## src/core/sca_pkg.sv

```systemverilog
// Constants and types shared by the challenge-response hash engine
package sca_pkg;

  // ---------------------------------------------------------------
  // Command opcodes
  // ---------------------------------------------------------------
  localparam logic [7:0] CMD_WRITE_CHALLENGE = 8'h0C;
  localparam logic [7:0] CMD_MAC_WITH_ID = 8'h35;
  localparam logic [7:0] CMD_MAC_NO_ID = 8'h36;
  localparam logic [7:0] CMD_NEXT_WITH_ID = 8'h33;
  localparam logic [7:0] CMD_NEXT_NO_ID = 8'h30;
  localparam logic [7:0] CMD_LOAD_SECRET = 8'h5A;
  localparam logic [7:0] CMD_LOCK_SECRET = 8'h6A;
  localparam logic [7:0] CMD_SET_FAST = 8'h8B;
  localparam logic [7:0] CMD_CLEAR_FAST = 8'h8D;
  localparam logic [7:0] CMD_THERMISTOR = 8'hA5;

  // ---------------------------------------------------------------
  // Hash constants
  // ---------------------------------------------------------------
  localparam logic [31:0] H0 = 32'h67452301;
  localparam logic [31:0] H1 = 32'hEFCDAB89;
  localparam logic [31:0] H2 = 32'h98BADCFE;
  localparam logic [31:0] H3 = 32'h10325476;
  localparam logic [31:0] H4 = 32'hC3D2E1F0;
  localparam logic [31:0] K0 = 32'h5A827999;
  localparam logic [31:0] K1 = 32'h6ED9EBA1;
  localparam logic [31:0] K2 = 32'h8F1BBCDC;
  localparam logic [31:0] K3 = 32'hCA62C1D6;
  localparam logic [6:0] ROUND_LAST = 7'h4F;
  localparam logic [6:0] GROUP1_START = 7'h14;
  localparam logic [6:0] GROUP2_START = 7'h28;
  localparam logic [6:0] GROUP3_START = 7'h3C;

  // ---------------------------------------------------------------
  // Message block layout, word index within W0..W15
  // ---------------------------------------------------------------
  localparam int WORD_SECRET = 0;
  localparam int WORD_CHALLENGE = 2;
  localparam int WORD_SERIAL = 4;
  localparam int WORD_CONST = 6;
  localparam logic [31:0] FILL_WORD = 32'h80000000;
  localparam logic [31:0] LEN_WORD = 32'h00000180;
  localparam logic [63:0] ID_ONES = 64'hFFFFFFFFFFFFFFFF;

  // ---------------------------------------------------------------
  // Counts
  // ---------------------------------------------------------------
  localparam logic [2:0] CHAL_LAST_BYTE = 3'h7;
  localparam logic [7:0] DIGEST_BITS = 8'hA0;

  // Operating modes, Gray coded
  typedef enum logic [1:0] {
    SCA_COMM = 2'b00,
    SCA_COMPUTE = 2'b01,
    SCA_PROGRAM = 2'b11,
    SCA_THERM = 2'b10
  } sca_mode_t;

  // Five working variables travel together
  typedef struct packed {
    logic [31:0] a;
    logic [31:0] b;
    logic [31:0] c;
    logic [31:0] d;
    logic [31:0] e;
  } sca_vars_t;

endpackage

```

## src/core/sca_auth.sv

```systemverilog
// Challenge-response hash authentication engine behind the serial bus
// Functional notes
// - Block holds secret, challenge, constant fill
// - Identifier variant inserts serial identifier
// - Only digest leaves; secret never output
// - Block is sixteen words, first schedule
// - Block built at compute; secret hash-only
// - Challenge cleared by compute; host rewrites
// - Working variables start at chaining constants
// - Chaining constants added after final round
// - Digest shifted out, LSB of A first
// - Eighty rounds, one schedule word each
// - All additions wrap modulo two to 32
// - Shift is a 32-bit left rotation
// - Exactly one of four modes at once
// - Compute mode only from communication mode
// - Thermistor command disconnects bus, pulls pin
// - Thermistor held until holdup supply collapses
// - Bus reaches the hash; serial identifier only enters the block
// - Round temp word sums rotation, function, constants
// - Non-identifier variants fill identifier with ones
// - Write challenge takes eight bytes only
`timescale 1ns/10ps
module sca_auth (
  // Clock and reset
  input wire logic clock,
  input wire logic rst,
  // Received command and data bytes
  input wire logic rx_valid,
  input wire logic [7:0] rx_byte,
  // Read slot request and answered bit
  input wire logic rd_req,
  output logic rd_bit,
  output logic rd_valid,
  // Nonvolatile secret and serial identifier
  input wire logic [63:0] stored_secret,
  input wire logic [63:0] unique_serial_id,
  // Supply and programming detectors
  input wire logic hv_detect,
  input wire logic holdup_collapse,
  // Mode and pin control
  output sca_pkg::sca_mode_t mode,
  output logic bus_disconnect,
  output logic thermistor_mux_pin_out,
  output logic thermistor_mux_pin_oe_n,
  output logic digest_ready
);

  // ---------------------------------------------------------------
  // Hash helpers
  // ---------------------------------------------------------------
  // left rotation
  // Callers pass 1, 5 and 30 only, so no shift is ever 32 wide
  function automatic logic [31:0] rotl(input logic [31:0] x, input int n);
    rotl = (x << n) | (x >> (32 - n));
  endfunction

  function automatic logic [31:0] round_fn(input logic [6:0] t, input sca_pkg::sca_vars_t v);
    if (t < sca_pkg::GROUP1_START) begin
      round_fn = (v.b & v.c) | (~v.b & v.d);
    end else if (t < sca_pkg::GROUP2_START) begin
      round_fn = v.b ^ v.c ^ v.d;
    end else if (t < sca_pkg::GROUP3_START) begin
      round_fn = (v.b & v.c) | (v.b & v.d) | (v.c & v.d);
    end else begin
      round_fn = v.b ^ v.c ^ v.d;
    end
  endfunction

  function automatic logic [31:0] round_const(input logic [6:0] t);
    if (t < sca_pkg::GROUP1_START) begin
      round_const = sca_pkg::K0;
    end else if (t < sca_pkg::GROUP2_START) begin
      round_const = sca_pkg::K1;
    end else if (t < sca_pkg::GROUP3_START) begin
      round_const = sca_pkg::K2;
    end else begin
      round_const = sca_pkg::K3;
    end
  endfunction

  function automatic logic is_compute(input logic [7:0] op);
    is_compute = (op == sca_pkg::CMD_MAC_WITH_ID) || (op == sca_pkg::CMD_MAC_NO_ID) ||
                 (op == sca_pkg::CMD_NEXT_WITH_ID) || (op == sca_pkg::CMD_NEXT_NO_ID);
  endfunction

  function automatic logic is_prog(input logic [7:0] op);
    is_prog = (op == sca_pkg::CMD_LOAD_SECRET) || (op == sca_pkg::CMD_LOCK_SECRET) ||
              (op == sca_pkg::CMD_SET_FAST) || (op == sca_pkg::CMD_CLEAR_FAST) ||
              (op == sca_pkg::CMD_NEXT_WITH_ID) || (op == sca_pkg::CMD_NEXT_NO_ID);
  endfunction

  // ---------------------------------------------------------------
  // State
  // ---------------------------------------------------------------
  // Sliding sixteen-word window; slot 0 always holds this round's word
  logic [31:0] sched [16];
  logic [31:0] next_sched [16];
  sca_pkg::sca_vars_t vars, next_vars;
  logic [6:0] round_idx, next_round_idx;
  logic [63:0] challenge, next_challenge;
  logic chal_active, next_chal_active;
  logic [2:0] chal_count, next_chal_count;
  logic prog_armed, next_prog_armed;
  logic [159:0] out_shift, next_out_shift;
  logic [7:0] bits_left, next_bits_left;
  sca_pkg::sca_mode_t next_mode;
  logic next_rd_bit, next_rd_valid, next_digest_ready;
  logic next_bus_disconnect, next_mux_oe_n;
  logic [31:0] round_temp_word, new_word;
  logic [63:0] id_field;

  // Round datapath; every sum wraps since the target is 32 bits
  always_comb begin
    // carry out of bit 31 dropped
    round_temp_word = rotl(vars.a, 5) + round_fn(round_idx, vars) + sched[0] +
                      round_const(round_idx) + vars.e;
    new_word = rotl(sched[13] ^ sched[8] ^ sched[2] ^ sched[0], 1);
    id_field = (rx_byte == sca_pkg::CMD_MAC_WITH_ID || rx_byte == sca_pkg::CMD_NEXT_WITH_ID) ?
               unique_serial_id : sca_pkg::ID_ONES;
  end

  // Next-state logic for mode, parser, hash and read-out
  always_comb begin
    next_mode = mode;
    next_vars = vars;
    next_round_idx = round_idx;
    next_challenge = challenge;
    next_chal_active = chal_active;
    next_chal_count = chal_count;
    next_prog_armed = prog_armed;
    next_out_shift = out_shift;
    next_bits_left = bits_left;
    next_rd_bit = rd_bit;
    next_rd_valid = 1'b0;
    next_digest_ready = digest_ready;
    next_bus_disconnect = bus_disconnect;
    next_mux_oe_n = thermistor_mux_pin_oe_n;
    for (int i = 0; i < 16; i++) begin
      next_sched[i] = sched[i];
    end
    case (mode)
      sca_pkg::SCA_COMM: begin
        if (rx_valid && chal_active) begin
          // eight bytes, later bytes are parsed as commands
          next_challenge[8 * chal_count +: 8] = rx_byte;
          next_chal_count = chal_count + 3'h1;
          next_chal_active = (chal_count != sca_pkg::CHAL_LAST_BYTE);
        end else if (rx_valid) begin
          // Any other byte disarms, so a pulse only follows its own command
          next_prog_armed = is_prog(rx_byte);
          if (rx_byte == sca_pkg::CMD_WRITE_CHALLENGE) begin
            next_chal_active = 1'b1;
            next_chal_count = 3'h0;
          end else if (is_compute(rx_byte)) begin
            next_sched[sca_pkg::WORD_SECRET] = stored_secret[63:32];
            next_sched[sca_pkg::WORD_SECRET + 1] = stored_secret[31:0];
            next_sched[sca_pkg::WORD_CHALLENGE] = challenge[63:32];
            next_sched[sca_pkg::WORD_CHALLENGE + 1] = challenge[31:0];
            next_sched[sca_pkg::WORD_SERIAL] = id_field[63:32];
            next_sched[sca_pkg::WORD_SERIAL + 1] = id_field[31:0];
            for (int i = sca_pkg::WORD_CONST; i < 15; i++) begin
              next_sched[i] = (i == sca_pkg::WORD_CONST) ? sca_pkg::FILL_WORD : 32'h00000000;
            end
            next_sched[15] = sca_pkg::LEN_WORD;
            next_vars = '{sca_pkg::H0, sca_pkg::H1, sca_pkg::H2, sca_pkg::H3, sca_pkg::H4};
            next_round_idx = 7'h00;
            next_digest_ready = 1'b0;
            next_mode = sca_pkg::SCA_COMPUTE;
          end else if (rx_byte == sca_pkg::CMD_THERMISTOR) begin
            next_bus_disconnect = 1'b1;
            next_mux_oe_n = 1'b0;
            next_mode = sca_pkg::SCA_THERM;
          end
        end else if (hv_detect && prog_armed) begin
          next_mode = sca_pkg::SCA_PROGRAM;
        end
        // LSB of A first, one bit per read slot
        // only the digest is ever shifted out
        if (rd_req && digest_ready) begin
          next_rd_bit = out_shift[0];
          next_rd_valid = 1'b1;
          next_out_shift = {1'b0, out_shift[159:1]};
          next_bits_left = bits_left - 8'h01;
          next_digest_ready = (bits_left != 8'h01);
        end
      end
      sca_pkg::SCA_COMPUTE: begin
        // Bytes and read slots are dropped while the rounds run
        // stale challenge cannot be reused
        next_challenge = 64'h0000000000000000;
        next_chal_active = 1'b0;
        // one round per cycle over 0..79
        next_vars = '{round_temp_word, vars.a, rotl(vars.b, 30), vars.c, vars.d};
        for (int i = 0; i < 15; i++) begin
          next_sched[i] = sched[i + 1];
        end
        next_sched[15] = new_word;
        next_round_idx = round_idx + 7'h01;
        if (round_idx == sca_pkg::ROUND_LAST) begin
          // add chaining constants to final round
          next_vars.a = round_temp_word + sca_pkg::H0;
          next_vars.b = vars.a + sca_pkg::H1;
          next_vars.c = rotl(vars.b, 30) + sca_pkg::H2;
          next_vars.d = vars.c + sca_pkg::H3;
          next_vars.e = vars.d + sca_pkg::H4;
          next_out_shift = {next_vars.e, next_vars.d, next_vars.c, next_vars.b, next_vars.a};
          next_bits_left = sca_pkg::DIGEST_BITS;
          next_digest_ready = 1'b1;
          next_mode = sca_pkg::SCA_COMM;
        end
      end
      sca_pkg::SCA_PROGRAM: begin
        // Held for the whole pulse; the array write is outside this block
        if (!hv_detect) begin
          next_prog_armed = 1'b0;
          next_mode = sca_pkg::SCA_COMM;
        end
      end
      sca_pkg::SCA_THERM: begin
        // only supply collapse leaves, as a power cycle
        if (holdup_collapse) begin
          // Leave the mode, pin, challenge and flag state that a fresh power-up would leave
          next_bus_disconnect = 1'b0;
          next_mux_oe_n = 1'b1;
          next_challenge = 64'h0000000000000000;
          next_chal_active = 1'b0;
          next_prog_armed = 1'b0;
          next_digest_ready = 1'b0;
          next_mode = sca_pkg::SCA_COMM;
        end
      end
      // Unused encoding falls back to idle communication
      default: begin
        next_mode = sca_pkg::SCA_COMM;
      end
    endcase
  end

  // ---------------------------------------------------------------
  // Registers
  // ---------------------------------------------------------------
  // Secret sits only in the schedule; never routed to the read path
  // Reset branch loads constants only; no input reaches it
  always_ff @(posedge clock or posedge rst) begin
    if (rst) begin
      mode <= sca_pkg::SCA_COMM;
      vars <= '0;
      round_idx <= 7'h00;
      challenge <= 64'h0000000000000000;
      chal_active <= 1'b0;
      chal_count <= 3'h0;
      prog_armed <= 1'b0;
      out_shift <= '0;
      bits_left <= 8'h00;
      rd_bit <= 1'b0;
      rd_valid <= 1'b0;
      digest_ready <= 1'b0;
      bus_disconnect <= 1'b0;
      thermistor_mux_pin_oe_n <= 1'b1;
      thermistor_mux_pin_out <= 1'b0;
      for (int i = 0; i < 16; i++) begin
        sched[i] <= 32'h00000000;
      end
    end else begin
      mode <= next_mode;
      vars <= next_vars;
      round_idx <= next_round_idx;
      challenge <= next_challenge;
      chal_active <= next_chal_active;
      chal_count <= next_chal_count;
      prog_armed <= next_prog_armed;
      out_shift <= next_out_shift;
      bits_left <= next_bits_left;
      rd_bit <= next_rd_bit;
      rd_valid <= next_rd_valid;
      digest_ready <= next_digest_ready;
      bus_disconnect <= next_bus_disconnect;
      thermistor_mux_pin_oe_n <= next_mux_oe_n;
      thermistor_mux_pin_out <= 1'b0;
      for (int i = 0; i < 16; i++) begin
        sched[i] <= next_sched[i];
      end
    end
  end

endmodule

```

## config.mk

```make
export PLATFORM = sky130hd
export DESIGN_NAME = sca_auth
export DESIGN_NICKNAME = d
export VERILOG_FILES = /design/src/core/sca_pkg.sv /design/src/core/sca_auth.sv
export SDC_FILE = /design/constraint.sdc
export NUM_CORES = 2
export LEC_CHECK = 0
export ABC_AREA = 1
export BUFFER_PORTS_ARGS = -buffer_cell sky130_fd_sc_hd__buf_2
export CORE_ASPECT_RATIO = 0.7
export CORE_MARGIN = 4
export CORE_UTILIZATION = 60
export CTS_BUF_LIST = sky130_fd_sc_hd__clkbuf_16
export DETAILED_ROUTE_END_ITERATION = 8
export PLACE_DENSITY = 0.77
export SYNTH_ARGS = -nofsm -noshare
export SYNTH_HDL_FRONTEND = slang
export SYNTH_SLANG_ARGS = --single-unit
```

## constraint.sdc

```tcl
create_clock -name clock -period 46.2 [get_ports clock]
set_input_delay 9.24 -clock clock [delete_from_list [all_inputs] [get_ports clock]]
set_output_delay 9.24 -clock clock [all_outputs]
set_load 0.02 [all_outputs]
```

### After elaboration in Yosys (flattened, before gate mapping)

Index checks and enable logic that the tools add are counted.

| word-level totals | value |
|---|---|
| register bits after elaboration | 923 |
| bits of input ports | 142 |

| cells by class | value |
|---|---|
| add/subtract/negate cells | 13 |
| $lt $le $gt $ge | 3 |
| equal/unequal tests | 36 |
| shift operators | 2 |
| muxes and demuxes | 77 |
| bitwise gates (word level) | 16 |
| reduce and logical (&&, ||, !) cells | 29 |

Operators by type and width:

| operator | count |
|---|---|
| 512-bit two-way mux | 4 |
| 160-bit two-way mux | 7 |
| 512-bit case mux with 2 select lines | 1 |
| 160-bit case mux with 2 select lines | 2 |
| 64-bit two-way mux | 3 |
| 64-bit case mux with 3 select lines | 1 |
| 32-bit two-way mux | 5 |
| 32-bit XOR | 5 |
| 32-bit adder | 4 |
| 32-bit bitwise AND | 4 |
| 32-bit adder, second input constant | 3 |
| 32-bit OR | 3 |
| 64-bit bitwise mux | 1 |
| 8-bit by 34-bit variable shift with 64-bit output, first input constant | 1 |
| 8-bit by 34-bit indexed part select with 64-bit output | 1 |
| 6-bit negation with 34-bit output | 1 |
| 32-bit by 29-bit adder with 32-bit output, second input constant | 1 |
| 32-bit by 31-bit adder with 32-bit output, second input constant | 1 |
| 8-bit by 6-bit == test with 1-bit output, second input constant | 4 |
| 32-bit inverter | 1 |
| 32-bit by 1-bit OR with 32-bit output | 1 |
| 32-bit by 30-bit OR with 32-bit output | 1 |
| 32-bit by 5-bit OR with 32-bit output | 1 |
| 31-bit two-way mux | 1 |
| 35 further kinds | 119 |

### Logic depth before layout (Yosys ltp)

| depth | value |
|---|---|
| depth after elaboration | 13 |
| gate-level depth with buffers | 36 |
| gate-level depth less buffers | 35 |

### Least setup slack after synthesis

No wires, ideal clock.

| timing | value |
|---|---|
| path kind | in2reg |
| from | in rx_byte[4] |
| to | reg round_idx[6] |
| arrival time | 10.661 ns |
| path slack | 35.415 ns |
| cell stages on the path | 11 |
| cell sequence | nand2_1 nor3_2 nor3b_2 a31oi_1 nand2_1 nand3_2 buf_4 nor4_1 nand2_1 o21ai_0 a21oi_1 |

| between the ends | value |
|---|---|
| cells in the longest elaborated chain, start to end | 6 |
| elaborated cells between the ends (all ways) | 11 |

RTL lines:

| element | RTL line | RTL |
|---|---|---|
| from (decl) | sca_auth.sv:30 | `input wire logic [7:0] rx_byte,` |
| 8-bit by 6-bit == test with 1-bit output | sca_auth.sv:83 | `is_compute = (op == sca_pkg::CMD_MAC_WITH_ID) \|\| (op == sca_pkg::CMD_MAC_NO_ID) \|\|` |
| 1-bit logical OR (2 in a row) | sca_auth.sv:83 |  |
| 1-bit logical OR | sca_auth.sv:84 | `(op == sca_pkg::CMD_NEXT_WITH_ID) \|\| (op == sca_pkg::CMD_NEXT_NO_ID);` |
| 2-bit != test (no source line) | -- |  |
| 5-bit AND reduction (no source line) (*) | -- |  |
| to (signal assigned) | sca_auth.sv:268 | `round_idx <= next_round_idx;` |
| to (decl) | sca_auth.sv:100 | `logic [6:0] round_idx, next_round_idx;` |

Mark *: on every way between the ends. The rest lies on a longest branch, timed or not.
A chain may end at the register's enable or synchronous reset.

### Worst setup path in the final report

| timing | value |
|---|---|
| from | in rx_byte[0] |
| to | reg sched[479] (netlist bit) |

| between the ends | value |
|---|---|
| cells in the longest elaborated chain, start to end | 6 |
| elaborated cells between the ends (all ways) | 11 |

RTL lines:

| element | RTL line | RTL |
|---|---|---|
| 8-bit by 6-bit == test with 1-bit output | sca_auth.sv:83 |  |
| 1-bit logical OR (2 in a row) | sca_auth.sv:83 |  |
| 1-bit logical OR | sca_auth.sv:84 |  |
| 2-bit != test (no source line) | -- |  |
| 5-bit AND reduction (no source line) (*) | -- |  |
| to (signal, indexed assignment) | sca_auth.sv:282 | `sched[i] <= next_sched[i];` |
| to (decl) | sca_auth.sv:97 | `logic [31:0] sched [16];` |

Marks and branches as above.

==> flow_summary.yaml <==
sta:
  period_minus_slack_ns: 14.22
  worst_pin_slew_ns: 1.179
  rsz0062_at_grt: "false"
  finalCritPeriodShare_pct: 30.77
  maxSlewHeadroom_pct: 21.42
  hold_viol: 0
  drv_slew: 0
  setup_viol: 0
  setup_tns_ns: 0
  fmax_mhz: 70.34
  finalClockSkew_ns: 0.02983
outcome:
  status: "finished, final reports clean"
floorplan:
  die_h_um: 248.7
  core_area_mm2: 0.08131
  ios: 150
  die_area_mm2: 0.08754
  initial_utilization_pct: 61.09
  dieWidth_um: 351.9
  placementRows: 87
worst_setup_path:
  critPathRequiredTime_ns: 46.69
  r2r-end: "out_shift[20]$_DFFE_PP0P_"
  arrival_ns: 14.71
  end_kind: "flop"
  path_class: "primary input to flop"
  startpoint_type: "primary input"
  r2r_cells: 30
  crit_fanout: 168
  regToRegSetupSlack_ns: 38.64
  r2r-start: "round_idx[4]$_DFFE_PP0P_"
hold_path:
  min_from: "out_shift[21]$_DFFE_PP0P_"
  hold_depth: 2
  hp-class: "flop to flop"
  holdPathEnd: "out_shift[21]$_DFFE_PP0P_"
route:
  viasPerCell: 6.110
  routedWlPerCell_um: 22.13
  first_pass_iters: 6
  drtIter0Drc: 5628
  via_count: 43100
  wirelength_mm: 156.1
  ant_nets: 0
  drcViolationCount: 0
cts:
  cts_setup_buffers: 0
  cts_sinks: 923
  cts_buffers: 88
  cts_max_level: 3
  holdBufCountCts: 0
  cts.reportedPaths.clkPinSlew_ns: 0.06
  clock_path_buffers: 3
  cts-root-buf: "clkbuf_16"
  cts_tree: "built"
  clk_latency_ns: 0.68
  ctsResizeCount: 0
logic_synthesis:
  ys_seq_area_share_pct: 46.50
  postSynthCellCount: 5931
  ys_top_cells_by_area: "dfrtp_1 (46%), nand2_1 (8.2%), inv_1 (7.7%)"
  ys_warn_count: 0
  async_flop_share_pct: 100.0
  synth_top_area_cell: "dfrtp_1"
  synthFlopType: "dfrtp_1"
  synth_edf_count: 0
  syn_area_mm2: 0.04968
  synth.distinct_cells: 66
  synth-seq-cells: 923
  synth_area_per_cell_um2: 8.376
  synth.top_cell.area_share_pct: 46.44
  syn-num-nets: 6247
placed_design:
  place_inst: 6888
  hpwlAfterDp_mm: 109.7
  place_congestion: 0.9661
  port_buffers: 148
global_route:
  grt_antenna_before_repair: 10
  grt_util_all_layers_pct: 34.94
  grt_pass1_vias: 40570
  grt-ovfl-total: 0
  grt_max_degree: 202
  grt_first_pass_wirelength_mm: 238.7
layout:
  syn_to_final_growth_pct: 8.397
  drive_above_1_share_pct: 6.800
  fin_nets: 6226
  instances_no_fill: 7054
job:
  maxCapViolations: 0
-- placed cells by master (no fill, tap or decap), types with 10 or more instances in the layout --
master / netlist / layout
clkbuf_16: 0 / 92
a31oi_1: 12 / 12
buf_4: 2 / 39
clkinv_2: 0 / 13
clkinv_1: 2 / 25
dfrtp_1: 922 / 922
o21a_1: 21 / 21
nand2_2: 21 / 21
nor2_2: 16 / 16
fa_1: 120 / 120
o21ai_0: 441 / 441
a221oi_1: 66 / 66
nand2_1: 1087 / 1086
nand3_1: 222 / 222
nand4_1: 41 / 41
ha_1: 54 / 53
a211oi_1: 18 / 18
o211ai_1: 69 / 69
nor4_1: 10 / 10
xnor2_1: 105 / 105
inv_1: 1025 / 1038
o221ai_1: 84 / 84
a22oi_1: 72 / 72
a21oi_1: 190 / 190
nor3_1: 105 / 105
o21ai_1: 22 / 22
bufinv_16: 0 / 11
inv_2: 15 / 11
o22ai_1: 407 / 407
xor2_1: 83 / 83
nor2_1: 329 / 328
buf_2: 114 / 148
-- routing by layer --
layer / global-route usage, % / vias up / wire length [µm]
met3: 13.74 / 280 / 22270
met2: 45.61 / 2460 / 61210
met5: 0 / - / 85
li1: - / 19490 / -
met1: 53.30 / 20850 / 67760
met4: 10.21 / 14 / 4809
-- cell usage after synthesis (3+ instances only) --
cell      count
a31oi_1      12
o211ai_1     69
nand2_2      21
o21ai_0     441
o21ai_2       4
nor2_1      329
xor2_1       83
o22ai_1     407
buf_1        16
xnor2_1     105
or2_2         9
o21a_1       21
nand3_2       6
nor4_1       10
o21bai_1      3
a211oi_1     18
inv_1      1025
a22oi_1      72
nand3_1     222
nor2_2       16
o221ai_1     84
a21oi_1     190
nand4_1      41
dfrtp_1     922
inv_2        15
nand3b_1      5
nand2_1    1087
buf_2       114
a221oi_1     66
and2_1        8
nor2_4        3
clkbuf_1    164
fa_1        120
nor3_1      105
ha_1         54
nor3b_1       3
o21ai_1      22
-- worst max-delay path: stages --
cell and delay, ns:
buf_2 0.14, nand2_1 0.09, inv_1 0.05, nor2_1 0.14
nor3b_2 0.08, a31oi_1 0.32, nand2_1 0.16, nand3_4 0.52
nor2_4 0.04, buf_4 0.36, inv_8 0.73, buf_4 0.85
buf_4 0.90, buf_4 0.61, o221ai_1 0.19
-- how the worst max path moves through the flow --
stage | start | end | slack [ns] | cells after the start
after floorplan | rst | bits_left[0]$_DFFE_PP0P_ | 11.01 | 1
after global placement | rx_byte[0] | sched[415]$_DFFE_PP0P_ | 31.58 | 15
after detailed placement | rx_byte[0] | sched[479]$_DFFE_PP0P_ | 31.52 | 15
after CTS | rx_byte[0] | sched[479]$_DFFE_PP0P_ | 32.19 | 15
after global routing | rx_byte[0] | sched[479]$_DFFE_PP0P_ | 31.66 | 15
final | rx_byte[0] | sched[479]$_DFFE_PP0P_ | 31.98 | 15
-- area by class of cell --
cell class	count	area, µm²
tap	1068	1336
clock buffer	92	2302
inverter	1043	3949
multi-input combinational	3664	21390
timing repair buffer	190	1094
clock inverter	73	675.6
fill	6642	27470
sequential	923	23100
antenna	1	2.502
-- metrics by stage --
| stage | area, µm² | setup slack (ns) | util (%) | hold slack (ns) |
|---|---|---|---|---|
| floorplan | 49680 | 11.01 | - | 0.4436 |
| global placement | 50870 | 31.58 | 62.56 | 0.4566 |
| detailed placement | 50870 | 31.52 | 62.56 | 0.4604 |
| CTS | 53850 | 32.19 | 66.22 | 0.4783 |
| global route | 53850 | 31.66 | 66.22 | 0.4964 |
| finish | 53850 | 31.98 | 66.22 | 0.4791 |
-- logic make-up (layout without fill, tap and decap cells) --
group	Yosys count	in the layout	share of synthesized area, %
flops	923	923	46.50
fa+ha+maj	174	174	6.196
buf+inv	1344	1398	10.52
xor+xnor	189	189	3.347
other cells	1	2	0.007549
simple gates	1872	1872	15.76
compound gates	1428	1428	17.67
-- state kept, by name, summed over array words and instances, names as in the netlist --
| name | flops |
|---|---|
| chal_count | 3 |
| vars | 160 |
| out_shift | 160 |
| bus_disconnect | 1 |
| bits_left | 8 |
| sched | 512 |
| prog_armed | 1 |
| round_idx | 7 |
| mode | 2 |
| challenge | 64 |
| digest_ready | 1 |
| chal_active | 1 |
| rd_bit | 1 |
| thermistor_mux_pin_oe_n | 1 |
| rd_valid | 1 |
Power is not shown: default switching activity piles up to over one toggle a cycle in this logic, so the estimate is an artifact.
